[src/rtl/mgpw_map.svh]
// Register offsets, field positions, reset values and timing counts of the pulse unit.
// Assumes a 32-bit classic Wishbone slave with word-aligned byte addresses.
`ifndef MGPW_MAP_SVH
`define MGPW_MAP_SVH
`define MGPW_CLK_PERIOD_NS  40
`define MGPW_ADR_CTRL       8'h00
`define MGPW_ADR_CLKDIV     8'h04
`define MGPW_ADR_OUTEN      8'h08
`define MGPW_ADR_INVERT     8'h0C
`define MGPW_ADR_RIS        8'h10
`define MGPW_ADR_IEN        8'h14
`define MGPW_ADR_MIS        8'h18
`define MGPW_ADR_FLTLVL     8'h1C
`define MGPW_ADR_GEN_BASE   8'h40
`define MGPW_GEN_STRIDE     8'h20
`define MGPW_GOFF_CFG       3'h0
`define MGPW_GOFF_LOAD      3'h1
`define MGPW_GOFF_CMPA      3'h2
`define MGPW_GOFF_CMPB      3'h3
`define MGPW_GOFF_DBRISE    3'h4
`define MGPW_GOFF_DBFALL    3'h5
`define MGPW_GOFF_COUNT     3'h6
`define MGPW_CFG_EN         0
`define MGPW_CFG_UPDOWN     1
`define MGPW_CFG_DBEN       2
`define MGPW_CFG_IEZERO     3
`define MGPW_CFG_TRZERO     4
`define MGPW_CLKDIV_RST     3'h0
`define MGPW_CLKDIV_MAX     3'h6
`define MGPW_RIS_FAULT_LSB  4
`endif

[src/rtl/mgpw_pkg.sv]
// Types shared by the pulse unit files.
// Assumes the map header supplies all numbers.
package mgpw_pkg;
   typedef enum logic [1:0] {
      MGPW_DIR_DOWN = 2'b01,
      MGPW_DIR_UP   = 2'b10
   } mgpw_dir_t;
endpackage : mgpw_pkg

[src/rtl/mgpw_deadband.sv]
// Dead-band generator: builds a complementary pair from the first output and delays the rising edge of each.
// Assumes tick_i is the divided unit clock enable.
`timescale 1ns/1ps
module mgpw_deadband (
   input  wire logic        clk_i,
   input  wire logic        rst_i,
   input  wire logic        tick_i,
   input  wire logic        a_i,
   input  wire logic [15:0] rise_i,
   input  wire logic [15:0] fall_i,
   output logic             a_o,
   output logic             b_o
);
   logic        prev_q;
   logic [15:0] cnt_q;
   logic        pend_q;
   wire         edge_w = tick_i && (a_i != prev_q);
   wire  [15:0] dly_w  = a_i ? rise_i : fall_i;
   wire         now_w  = dly_w == 16'h0000;
   // The edge tick itself is the first dead tick, so the count ends at one, not zero.
   wire         done_w = pend_q && tick_i && (cnt_q <= 16'h0001);
   // ========================================
   // Edge delay
   always_ff @(posedge clk_i) begin
      if (rst_i) begin
         prev_q <= 1'b0;
         cnt_q  <= 16'h0000;
         pend_q <= 1'b0;
         a_o    <= 1'b0;
         b_o    <= 1'b0;
      end else if (edge_w) begin
         prev_q <= a_i;
         pend_q <= !now_w;
         cnt_q  <= dly_w;
         a_o    <= now_w && a_i;
         b_o    <= now_w && !a_i;
      end else if (done_w) begin
         pend_q <= 1'b0;
         a_o    <= prev_q;
         b_o    <= ~prev_q;
      end else if (pend_q && tick_i) begin
         cnt_q  <= cnt_q - 16'h0001;
      end
   end
endmodule : mgpw_deadband

[src/rtl/mgpw_unit.sv]
// Multi-generator pulse-width unit with Wishbone register access.
// Assumes one 25 MHz clock, synchronous reset and fault pins from outside.
//
// Local design decisions: the register offsets and the Wishbone register port.
`timescale 1ns/1ps
`include "mgpw_map.svh"
module mgpw_unit
   import mgpw_pkg::*;
#(
   parameter int NGEN = 4
) (
   input  wire logic        clk_i,
   input  wire logic        rst_i,
   input  wire logic        cyc_i,
   input  wire logic        stb_i,
   input  wire logic        we_i,
   input  wire logic [7:0]  adr_i,
   input  wire logic [3:0]  sel_i,
   input  wire logic [31:0] dat_i,
   output logic      [31:0] dat_o,
   output logic             ack_o,
   input  wire logic [3:0]  fault_input_pin_i,
   output logic      [7:0]  pulse_pin_o,
   output logic      [3:0]  gen_irq_o,
   output logic      [3:0]  gen_trig_o,
   output logic             irq_o
);
   // ========================================
   // Bus decode
   logic        ack_q;
   logic [2:0]  div_sel_q;
   logic [7:0]  outen_q;
   logic [7:0]  invert_q;
   logic [7:0]  fltlvl_q;
   logic [7:0]  ien_q;
   logic [7:0]  ris_q;
   logic [3:0]  fsync1_q;
   logic [3:0]  fsync2_q;
   logic [6:0]  divcnt_q;
   logic [4:0]  g_cfg_q   [4];
   logic [15:0] g_load_q  [4];
   logic [15:0] g_cmpa_q  [4];
   logic [15:0] g_cmpb_q  [4];
   logic [15:0] g_rise_q  [4];
   logic [15:0] g_fall_q  [4];
   logic [15:0] a_load_q  [4];
   logic [15:0] a_cmpa_q  [4];
   logic [15:0] a_cmpb_q  [4];
   logic [15:0] cnt_q     [4];
   mgpw_dir_t   dir_q     [4];
   logic [3:0]  oa_raw;
   logic [3:0]  ob_raw;
   logic [3:0]  db_a;
   logic [3:0]  db_b;
   logic [3:0]  zero_w;
   logic [7:0]  gen_pulse;
   logic [31:0] gen_rd    [4];
   wire         req_w   = cyc_i && stb_i && !ack_q;
   wire         wr_w    = req_w && we_i && sel_i[0];
   wire         is_gen  = adr_i >= `MGPW_ADR_GEN_BASE;
   wire  [7:0]  gofs    = adr_i - `MGPW_ADR_GEN_BASE;
   wire  [1:0]  gidx    = gofs[6:5];
   wire  [2:0]  greg    = gofs[4:2];
   wire         gvalid  = is_gen && (32'(gidx) < NGEN);
   wire  [3:0]  fault_w = fsync2_q;
   wire  [6:0]  div_mask = 7'((8'h01 << div_sel_q) - 8'h01);
   wire         tick_w  = (divcnt_q & div_mask) == 7'h00;
   wire  [7:0]  mis_w   = ris_q & ien_q;
   wire  [7:0]  ris_set;
   wire  [3:0]  fault_clr = (wr_w && adr_i == `MGPW_ADR_RIS) ? dat_i[7:4] : 4'h0;
   wire  [3:0]  gen_clr   = (wr_w && adr_i == `MGPW_ADR_RIS) ? dat_i[3:0] : 4'h0;
   assign irq_o  = |mis_w;
   assign ack_o  = ack_q;
   assign ris_set = {fault_w, gen_irq_o};
   // ========================================
   // Bus slave and control registers
   always_ff @(posedge clk_i) begin
      if (rst_i) begin
         ack_q <= 1'b0;
         dat_o <= 32'h0000_0000;
      end else begin
         ack_q <= req_w;
         if (req_w) begin
            case (adr_i)
               `MGPW_ADR_CLKDIV: dat_o <= {29'h0, div_sel_q};
               `MGPW_ADR_OUTEN:  dat_o <= {24'h0, outen_q};
               `MGPW_ADR_INVERT: dat_o <= {24'h0, invert_q};
               `MGPW_ADR_RIS:    dat_o <= {24'h0, ris_q};
               `MGPW_ADR_IEN:    dat_o <= {24'h0, ien_q};
               `MGPW_ADR_MIS:    dat_o <= {24'h0, mis_w};
               `MGPW_ADR_FLTLVL: dat_o <= {24'h0, fltlvl_q};
               default:          dat_o <= gvalid ? gen_rd[gidx] : 32'h0000_0000;
            endcase
         end
      end
   end
   always_ff @(posedge clk_i) begin
      if (rst_i) begin
         div_sel_q <= `MGPW_CLKDIV_RST;
         outen_q   <= 8'h00;
         invert_q  <= 8'h00;
         fltlvl_q  <= 8'h00;
         ien_q     <= 8'h00;
      end else if (wr_w) begin
         if (adr_i == `MGPW_ADR_CLKDIV && dat_i[2:0] <= `MGPW_CLKDIV_MAX) begin
            div_sel_q <= dat_i[2:0];
         end
         if (adr_i == `MGPW_ADR_OUTEN) outen_q <= dat_i[7:0];
         if (adr_i == `MGPW_ADR_INVERT) invert_q <= dat_i[7:0];
         if (adr_i == `MGPW_ADR_FLTLVL) fltlvl_q <= dat_i[7:0];
         if (adr_i == `MGPW_ADR_IEN) ien_q <= dat_i[7:0];
      end
   end
   // Setting wins over a clear in the same cycle so no event is lost.
   always_ff @(posedge clk_i) begin
      if (rst_i) begin
         ris_q <= 8'h00;
      end else begin
         ris_q <= (ris_q & ~{fault_clr, gen_clr}) | ris_set;
      end
   end
   // ========================================
   // Clock divider and fault synchronisers
   always_ff @(posedge clk_i) begin
      if (rst_i) begin
         divcnt_q <= 7'h00;
         fsync1_q <= 4'h0;
         fsync2_q <= 4'h0;
      end else begin
         divcnt_q <= divcnt_q + 7'h01;
         fsync1_q <= fault_input_pin_i;
         fsync2_q <= fsync1_q;
      end
   end
   // ========================================
   // Generators
   for (genvar g = 0; g < 4; g++) begin : gen_blk
      if (g < NGEN) begin : act
         wire at_zero = cnt_q[g] == 16'h0000;
         wire at_load = cnt_q[g] == a_load_q[g];
         wire sel_me  = wr_w && gvalid && gidx == 2'(g);
         assign zero_w[g] = at_zero;
         assign gen_rd[g] = (greg == `MGPW_GOFF_CFG)    ? {27'h0, g_cfg_q[g]} :
                            (greg == `MGPW_GOFF_LOAD)   ? {16'h0, g_load_q[g]} :
                            (greg == `MGPW_GOFF_CMPA)   ? {16'h0, g_cmpa_q[g]} :
                            (greg == `MGPW_GOFF_CMPB)   ? {16'h0, g_cmpb_q[g]} :
                            (greg == `MGPW_GOFF_DBRISE) ? {16'h0, g_rise_q[g]} :
                            (greg == `MGPW_GOFF_DBFALL) ? {16'h0, g_fall_q[g]} :
                            (greg == `MGPW_GOFF_COUNT)  ? {16'h0, cnt_q[g]} : 32'h0;
         assign oa_raw[g] = cnt_q[g] < a_cmpa_q[g];
         assign ob_raw[g] = cnt_q[g] < a_cmpb_q[g];
         always_ff @(posedge clk_i) begin
            if (rst_i) begin
               g_cfg_q[g]  <= 5'h00;
               g_load_q[g] <= 16'h0000;
               g_cmpa_q[g] <= 16'h0000;
               g_cmpb_q[g] <= 16'h0000;
               g_rise_q[g] <= 16'h0000;
               g_fall_q[g] <= 16'h0000;
            end else if (sel_me) begin
               case (greg)
                  `MGPW_GOFF_CFG:    g_cfg_q[g]  <= dat_i[4:0];
                  `MGPW_GOFF_LOAD:   g_load_q[g] <= dat_i[15:0];
                  `MGPW_GOFF_CMPA:   g_cmpa_q[g] <= dat_i[15:0];
                  `MGPW_GOFF_CMPB:   g_cmpb_q[g] <= dat_i[15:0];
                  `MGPW_GOFF_DBRISE: g_rise_q[g] <= dat_i[15:0];
                  `MGPW_GOFF_DBFALL: g_fall_q[g] <= dat_i[15:0];
                  default:           g_cfg_q[g]  <= g_cfg_q[g];
               endcase
            end
         end
         always_ff @(posedge clk_i) begin
            if (rst_i) begin
               cnt_q[g]    <= 16'h0000;
               dir_q[g]    <= MGPW_DIR_DOWN;
               a_load_q[g] <= 16'h0000;
               a_cmpa_q[g] <= 16'h0000;
               a_cmpb_q[g] <= 16'h0000;
            end else if (tick_w && g_cfg_q[g][`MGPW_CFG_EN]) begin
               if (at_zero) begin
                  a_load_q[g] <= g_load_q[g];
                  a_cmpa_q[g] <= g_cmpa_q[g];
                  a_cmpb_q[g] <= g_cmpb_q[g];
               end
               case (dir_q[g])
                  MGPW_DIR_DOWN: begin
                     if (at_zero && g_cfg_q[g][`MGPW_CFG_UPDOWN]) begin
                        dir_q[g] <= MGPW_DIR_UP;
                        cnt_q[g] <= 16'h0001;
                     end else if (at_zero) begin
                        cnt_q[g] <= g_load_q[g];
                     end else begin
                        cnt_q[g] <= cnt_q[g] - 16'h0001;
                     end
                  end
                  MGPW_DIR_UP: begin
                     if (at_load || !g_cfg_q[g][`MGPW_CFG_UPDOWN]) begin
                        dir_q[g] <= MGPW_DIR_DOWN;
                        cnt_q[g] <= cnt_q[g] - 16'h0001;
                     end else begin
                        cnt_q[g] <= cnt_q[g] + 16'h0001;
                     end
                  end
                  default: dir_q[g] <= MGPW_DIR_DOWN;
               endcase
            end
         end
         always_ff @(posedge clk_i) begin
            if (rst_i) begin
               gen_irq_o[g]  <= 1'b0;
               gen_trig_o[g] <= 1'b0;
            end else begin
               gen_irq_o[g]  <= tick_w && g_cfg_q[g][`MGPW_CFG_EN] && at_zero
                                && g_cfg_q[g][`MGPW_CFG_IEZERO];
               gen_trig_o[g] <= tick_w && g_cfg_q[g][`MGPW_CFG_EN] && at_zero
                                && g_cfg_q[g][`MGPW_CFG_TRZERO];
            end
         end
         mgpw_deadband u_db (
            .clk_i  (clk_i),
            .rst_i  (rst_i),
            .tick_i (tick_w),
            .a_i    (oa_raw[g]),
            .rise_i (g_rise_q[g]),
            .fall_i (g_fall_q[g]),
            .a_o    (db_a[g]),
            .b_o    (db_b[g])
         );
         assign gen_pulse[2*g]   = g_cfg_q[g][`MGPW_CFG_DBEN] ? db_a[g] : oa_raw[g];
         assign gen_pulse[2*g+1] = g_cfg_q[g][`MGPW_CFG_DBEN] ? db_b[g] : ob_raw[g];
      end else begin : idle
         assign zero_w[g]       = 1'b1;
         assign gen_rd[g]       = 32'h0;
         assign oa_raw[g]       = 1'b0;
         assign ob_raw[g]       = 1'b0;
         assign db_a[g]         = 1'b0;
         assign db_b[g]         = 1'b0;
         assign gen_pulse[2*g]  = 1'b0;
         assign gen_pulse[2*g+1] = 1'b0;
         assign gen_irq_o[g]    = 1'b0;
         assign gen_trig_o[g]   = 1'b0;
      end
   end
   // ========================================
   // Output control: a faulted pair is forced to its programmed fault level on pins whose output enable is set.
   wire [7:0] fault_pair = {{2{fault_w[3]}}, {2{fault_w[2]}}, {2{fault_w[1]}}, {2{fault_w[0]}}};
   always_ff @(posedge clk_i) begin
      if (rst_i) begin
         pulse_pin_o <= 8'h00;
      end else begin
         pulse_pin_o <= ((((gen_pulse ^ invert_q) & ~fault_pair) | (fltlvl_q & fault_pair))
                        & outen_q);
      end
   end
   // ========================================
   // Checks
   a_ack_one_cycle: assert property (@(posedge clk_i) disable iff (rst_i)
      ack_o |=> !ack_o) else $error("ack held two cycles");
   a_ack_follows_req: assert property (@(posedge clk_i) disable iff (rst_i)
      (cyc_i && stb_i && !ack_o) |=> ack_o) else $error("no ack after request");
   a_irq_masked: assert property (@(posedge clk_i) disable iff (rst_i)
      irq_o == |(ris_q & ien_q)) else $error("irq mismatch");
   a_fault_sets: assert property (@(posedge clk_i) disable iff (rst_i)
      fault_w[0] |=> ris_q[`MGPW_RIS_FAULT_LSB]) else $error("fault not latched");
   a_fault_clear: assert property (@(posedge clk_i) disable iff (rst_i)
      (fault_clr[0] && !fault_w[0]) |=> !ris_q[`MGPW_RIS_FAULT_LSB]) else $error("clear lost");
   a_clear_only: assert property (@(posedge clk_i) disable iff (rst_i)
      (fault_clr == 4'h1 && ris_q[5]) |=> ris_q[5]) else $error("clear hit other");
   a_div_legal: assert property (@(posedge clk_i) disable iff (rst_i)
      div_sel_q <= `MGPW_CLKDIV_MAX) else $error("illegal divider");
   a_gen_hold: assert property (@(posedge clk_i) disable iff (rst_i)
      !g_cfg_q[0][`MGPW_CFG_EN] |=> $stable(cnt_q[0])) else $error("counter ran disabled");
   a_load_zero: assert property (@(posedge clk_i) disable iff (rst_i)
      (a_load_q[0] != $past(a_load_q[0])) |-> $past(zero_w[0])) else $error("late load");
   a_tick_rate: assert property (@(posedge clk_i) disable iff (rst_i)
      (div_sel_q == 3'h1 && $stable(div_sel_q) && tick_w) |=> !tick_w)
      else $error("tick too fast");
   c_fault_irq: cover property (@(posedge clk_i) ris_q[4] && irq_o);
   c_deadband: cover property (@(posedge clk_i) g_cfg_q[0][`MGPW_CFG_DBEN] && pulse_pin_o[1]);
   c_updown: cover property (@(posedge clk_i) dir_q[0] == MGPW_DIR_UP);
endmodule : mgpw_unit

[config.mk]
export PLATFORM = sky130hd
export DESIGN_NAME = mgpw_unit
export DESIGN_NICKNAME = d
export VERILOG_FILES = /design/src/rtl/mgpw_pkg.sv /design/src/rtl/mgpw_deadband.sv /design/src/rtl/mgpw_unit.sv
export VERILOG_INCLUDE_DIRS = /design/src /design/src/rtl
export SDC_FILE = /design/constraint.sdc
export NUM_CORES = 2
export LEC_CHECK = 0
export ABC_AREA = 1
export ABC_CLOCK_PERIOD_IN_PS = 7860
export BUFFER_PORTS_ARGS = -buffer_cell sky130_fd_sc_hd__buf_4
export CAP_MARGIN = 20
export CORE_MARGIN = 3
export CORE_UTILIZATION = 30
export CTS_CLUSTER_DIAMETER = 30
export CTS_CLUSTER_SIZE = 28
export DETAILED_ROUTE_END_ITERATION = 16
export PLACE_DENSITY_LB_ADDON = 0.12
export SLEW_MARGIN = 30
export SYNTH_ARGS = -nofsm -noshare
export SYNTH_HDL_FRONTEND = slang
export SYNTH_SLANG_ARGS = --single-unit
[constraint.sdc]
create_clock -name clk_i -period 7.86 [get_ports clk_i]
set_clock_uncertainty 0.15 [all_clocks]
set_input_delay 0.393 -clock clk_i [delete_from_list [all_inputs] [get_ports clk_i]]
set_output_delay 0.393 -clock clk_i [all_outputs]
set_load 0.01 [all_outputs]
==> summary.txt <==
Clock network
  – Htree depth: 4
  – CTS buffer count: 229
  – Clk_lat worst skew: just over 0.8 ns
  – Post-CTS setup buffer count: 0
  – Clk buf depth: 3
  – Clock sinks: 775
  – Post_cts resized: 0
  – CTS Root Cell: clkbuf_16
  – CTS tree: done
  – Clock slew at reported path FFs: ~0.050 ns

Global routing
  – Gr usage total: a little over a fifth
  – First-pass GRT wire length: 236000 um
  – Remaining global-route overflow: 0
  – Largest net degree at the start of global routing: 89
  – Vias in the first global route: 34600
  – Initial antenna violation count: 4

Yosys
  – Yosys reg bits: approximately 780
  – Register area share after synthesis: 51.0%
  – Yosys cell types: 59
  – Syn Area/Cell: 8.65 um2
  – Ys Warns: 0
  – Mapped cell area: 42300 um2
  – Number of flops mapped to enable cells by yosys: ~600
  – Ys flop type: edfxtp_1
  – Post-synth ARST share: 0%
  – Gate Count Post-Synth: 4892

Finish
  – Fin cells: 7130
  – Filler cell count: 14200
  – Layout cell share with drive strength beyond 1: 13.5%
  – Area Growth Syn to Fin: 24.5%
  – Fin nets: 5244

Die
  – Die width: 382 um
  – Row Count: approximately 140
  – Initial Util: 30.3%
  – Die ar.: about 150000 um2
  – Top Ports: 103
  – Die Y: 382 um
  – CORE AREA: 140000 um2

Timing
  – Final Hold Viols: 0
  – Final setup viols: 0
  – Tcrit/Tclk final: 55.4%
  – Final max-slew violation count: 0
  – Worst setup margin: 3.51 ns
  – Min Tclk post-route: 4.35 ns
  – RSZ-0062 raised after global routing: false
  – Post-Route Setup TNS: 0 ns
  – Max_slew headroom: 30.1%
  – Slew @ Worst Pin: 1.04 ns
  – Max Freq: 0.230 GHz

Critical path
  – Crit path arrival time: 4.71 ns
  – End of the critical path: g_cmpb_q[0][10]$_SDFFCE_PN0P_
  – Slowest CP cell: o21ai_1
  – Crit path buf inv count: 6
  – Critical Path Source Type: input pin
  – Kind of critical path: in2reg
  – Crit-path cells: dlygate4sd3_1 -> buf_4 -> nand2_1 -> dlygate4sd3_1 -> nor2_1 -> buf_4 -> nand3_1 -> nor2_1 -> inv_1 -> o21ai_1 -> buf_4
  – CP Depth: 11
  – Crit Reg-Reg Endpoint: gen_blk[3].act.u_db.cnt_q[9]$_SDFFE_PP0P_
  – CP Capture Type: register
  – Crit path required time: 8.22 ns
  – CP delay by family, top: buffers and inverters
  – Max incr delay on CP: 0.80 ns
  – Crit. Startpoint: stb_i
  – FF-to-FF setup slack: 3.54 ns
  – CP max FO: 11
  – Most frequent CP cell: buf_4
  – R2R Path Start: cnt_q[3][15]$_DFFE_PP_
  – Path depth of the worst reg2reg path: 14

Detailed routing
  – Final WL: 163000 um
  – DRT iter0 DRCs: between 3000 and 4000
  – Residual DRC: 0
  – Drt wl/cell: 22.9 um
  – DR pass1 iterations: 6
  – Routed Antenna Nets: 0
  – Via Count: 35700
  – Via-to-Cell Ratio: 5.00

Hold path
  – Hold WC Path Type: in2reg
  – Hold_sp: dat_i[13]

Place
  – Pre-CTS WS: ~3.6 ns
  – RD Place Congestion: between 0.8 and 0.9
  – Port bufs: 67
  – Dpl cells: around 6700
  – HPWL after DPL: 111000 um

Run
  – Number of max-cap violations: 0

Pwr
  – Peak supply drop: between 0.0002 and 0.00025 V
  – PD cells: 295 nW/um2
  – LEAKAGE: 0.0217 uW

Run status
  – Outcome: completed
-- kinds of logic (layout without fill, tap and decap cells) --
family | Yosys count | after routing | synth area share [%]
and+or+nand+nor | 1988 | 1988 | 20.3
other | 1 | 17 | 0.00886
buffers and inverters | 918 | 1264 | 8.72
DFF | 775 | 775 | 51.0
xor gates and xnor gates | 165 | 165 | 3.42
adders and majority gates | 145 | 145 | 4.29
AOI/OAI and AO/OA | 900 | 900 | 12.4
-- synth_stat cells, types with 4 or more instances --
library cell	count	area, um2
a211oi_1	8	60.1
a21oi_1	284	1420
a221oi_1	28	245
a22oi_1	16	120
a31oi_1	32	200
buf_1	12	45.0
buf_2	56	280
buf_4	23	173
buf_6	11	124
clkbuf_1	139	522
clkinv_1	6	22.5
dfxtp_1	171	3420
edfxtp_1	604	18100
ha_1	145	1810
inv_1	603	2260
inv_2	67	251
nand2_1	684	2570
nand2_2	15	93.8
nand3_1	245	1230
nand4_1	56	350
nor2_1	799	3000
nor2_2	13	81.3
nor2_4	5	56.3
nor3_1	65	325
nor3_2	18	180
nor4_1	17	106
nor4_2	5	62.6
o2111ai_1	12	105
o211ai_1	68	510
o21a_1	8	60.1
o21ai_0	303	1520
o21ai_1	48	240
o21ai_2	5	43.8
o221ai_1	28	245
o22ai_1	27	169
o311ai_1	4	35.0
o31ai_1	14	105
or2_1	5	31.3
or2_2	42	263
xnor2_1	48	420
xor2_1	117	1020
-- worst reg2reg max path: stages, from the launching register on --
cell,delay [ns]
edfxtp_1,0.52
ha_1,0.36
nand2_1,0.10
nor4_1,0.69
nand2_2,0.45
nand2_2,0.51
nor2_1,0.10
nor2_2,0.49
inv_2,0.33
nand2_1,0.16
inv_2,0.11
nand2_1,0.07
o311ai_1,0.09
nand2_1,0.08
inv_1,0.05
-- registers in the layout, summed over array words and instances, names as in the netlist, 7 cells and up --
| name | flops |
|---|---|
| g_fall_q | 64 |
| dat_o | 16 |
| cnt_q | 64 |
| pulse_pin_o | 8 |
| divcnt_q | 7 |
| ien_q | 8 |
| gen_blk.act.u_db.cnt_q | 64 |
| outen_q | 8 |
| g_rise_q | 64 |
| ris_q | 8 |
| a_cmpa_q | 64 |
| dir_q | 8 |
| a_cmpb_q | 64 |
| g_cmpa_q | 64 |
| g_cmpb_q | 64 |
| fltlvl_q | 8 |
| invert_q | 8 |
| g_cfg_q | 20 |
| a_load_q | 64 |
| g_load_q | 64 |
-- stage by stage --
step,hold WS [ns],area [um2],utilization [%],total power (uW)
floorplan,0.238,42400,-,5820
detailed placement,0.245,44700,32.0,6370
global route,0.0301,52700,37.7,16100
finish,0.0870,52700,37.7,15500
CTS,0.000998,52600,37.7,15700
global placement,0.240,44600,31.9,6370
-- routing by layer --
layer,routed length (um),GRT usage [%],up-vias
li1,-,-,16800
met1,72200,30.2,17200
met2,73200,34.2,1343
met3,12600,4.68,293
met4,5380,7.78,0
met5,0,0,-
-- final cells by class --
cell class	count	area (um2)	area share, %
clock buffer	301	6260	11.9
multi-input combinational	3214	17200	32.7
clock inverter	137	1570	2.99
tap	1876	2350	4.46
timing repair buffer	149	1160	2.20
inverter	677	2550	4.85
sequential	775	21600	40.9
antenna	1	2.50	0.00475
-- repair_timing --
| action | CTS | global route |
|---|---|---|
| hold buffers | 15 | 0 |
| endpoints found under the setup margin | 0 | 0 |
| hold endpoints to repair | 53 | 0 |
-- how the worst min path moves through the flow --
stage                                     to  slack (ns)  cells past startpoint
6_report       g_rise_q[1][13]$_SDFFCE_PN0P_        0.09                      4
5_1_grt                ien_q[4]$_SDFFE_PP0P_        0.03                      4
4_1_cts              outen_q[4]$_SDFFE_PP0P_       0.001                      4
3_5_place_dp           fault_w[2]$_SDFF_PP0_        0.24                      2
3_3_place_gp           fault_w[1]$_SDFF_PP0_        0.24                      2
2_1_floorplan          fault_w[0]$_SDFF_PP0_        0.24                      2
-- cells in the final DEF (no fill, tap or decap), types with 117 or more instances in the layout --
cell and instances:
buf_4 133, a21oi_1 284, xor2_1 117, dfxtp_1 171, nand3_1 239, o21ai_0 278, nand2_1 681, edfxtp_1 604
ha_1 145, inv_1 595, nor2_1 794, clkbuf_16 233
-- report_power, final --
group | leakage (uW) | switching (uW) | internal, uW | total [uW]
sequential | 0.00756 | 194 | 4640 | 4830
clock | 0.00383 | 2790 | 6410 | 9200
combinational | 0.0103 | 1050 | 438 | 1490
total | 0.0217 | 4040 | 11500 | 15500
Note: power is estimated with default switching activity, not from simulation.
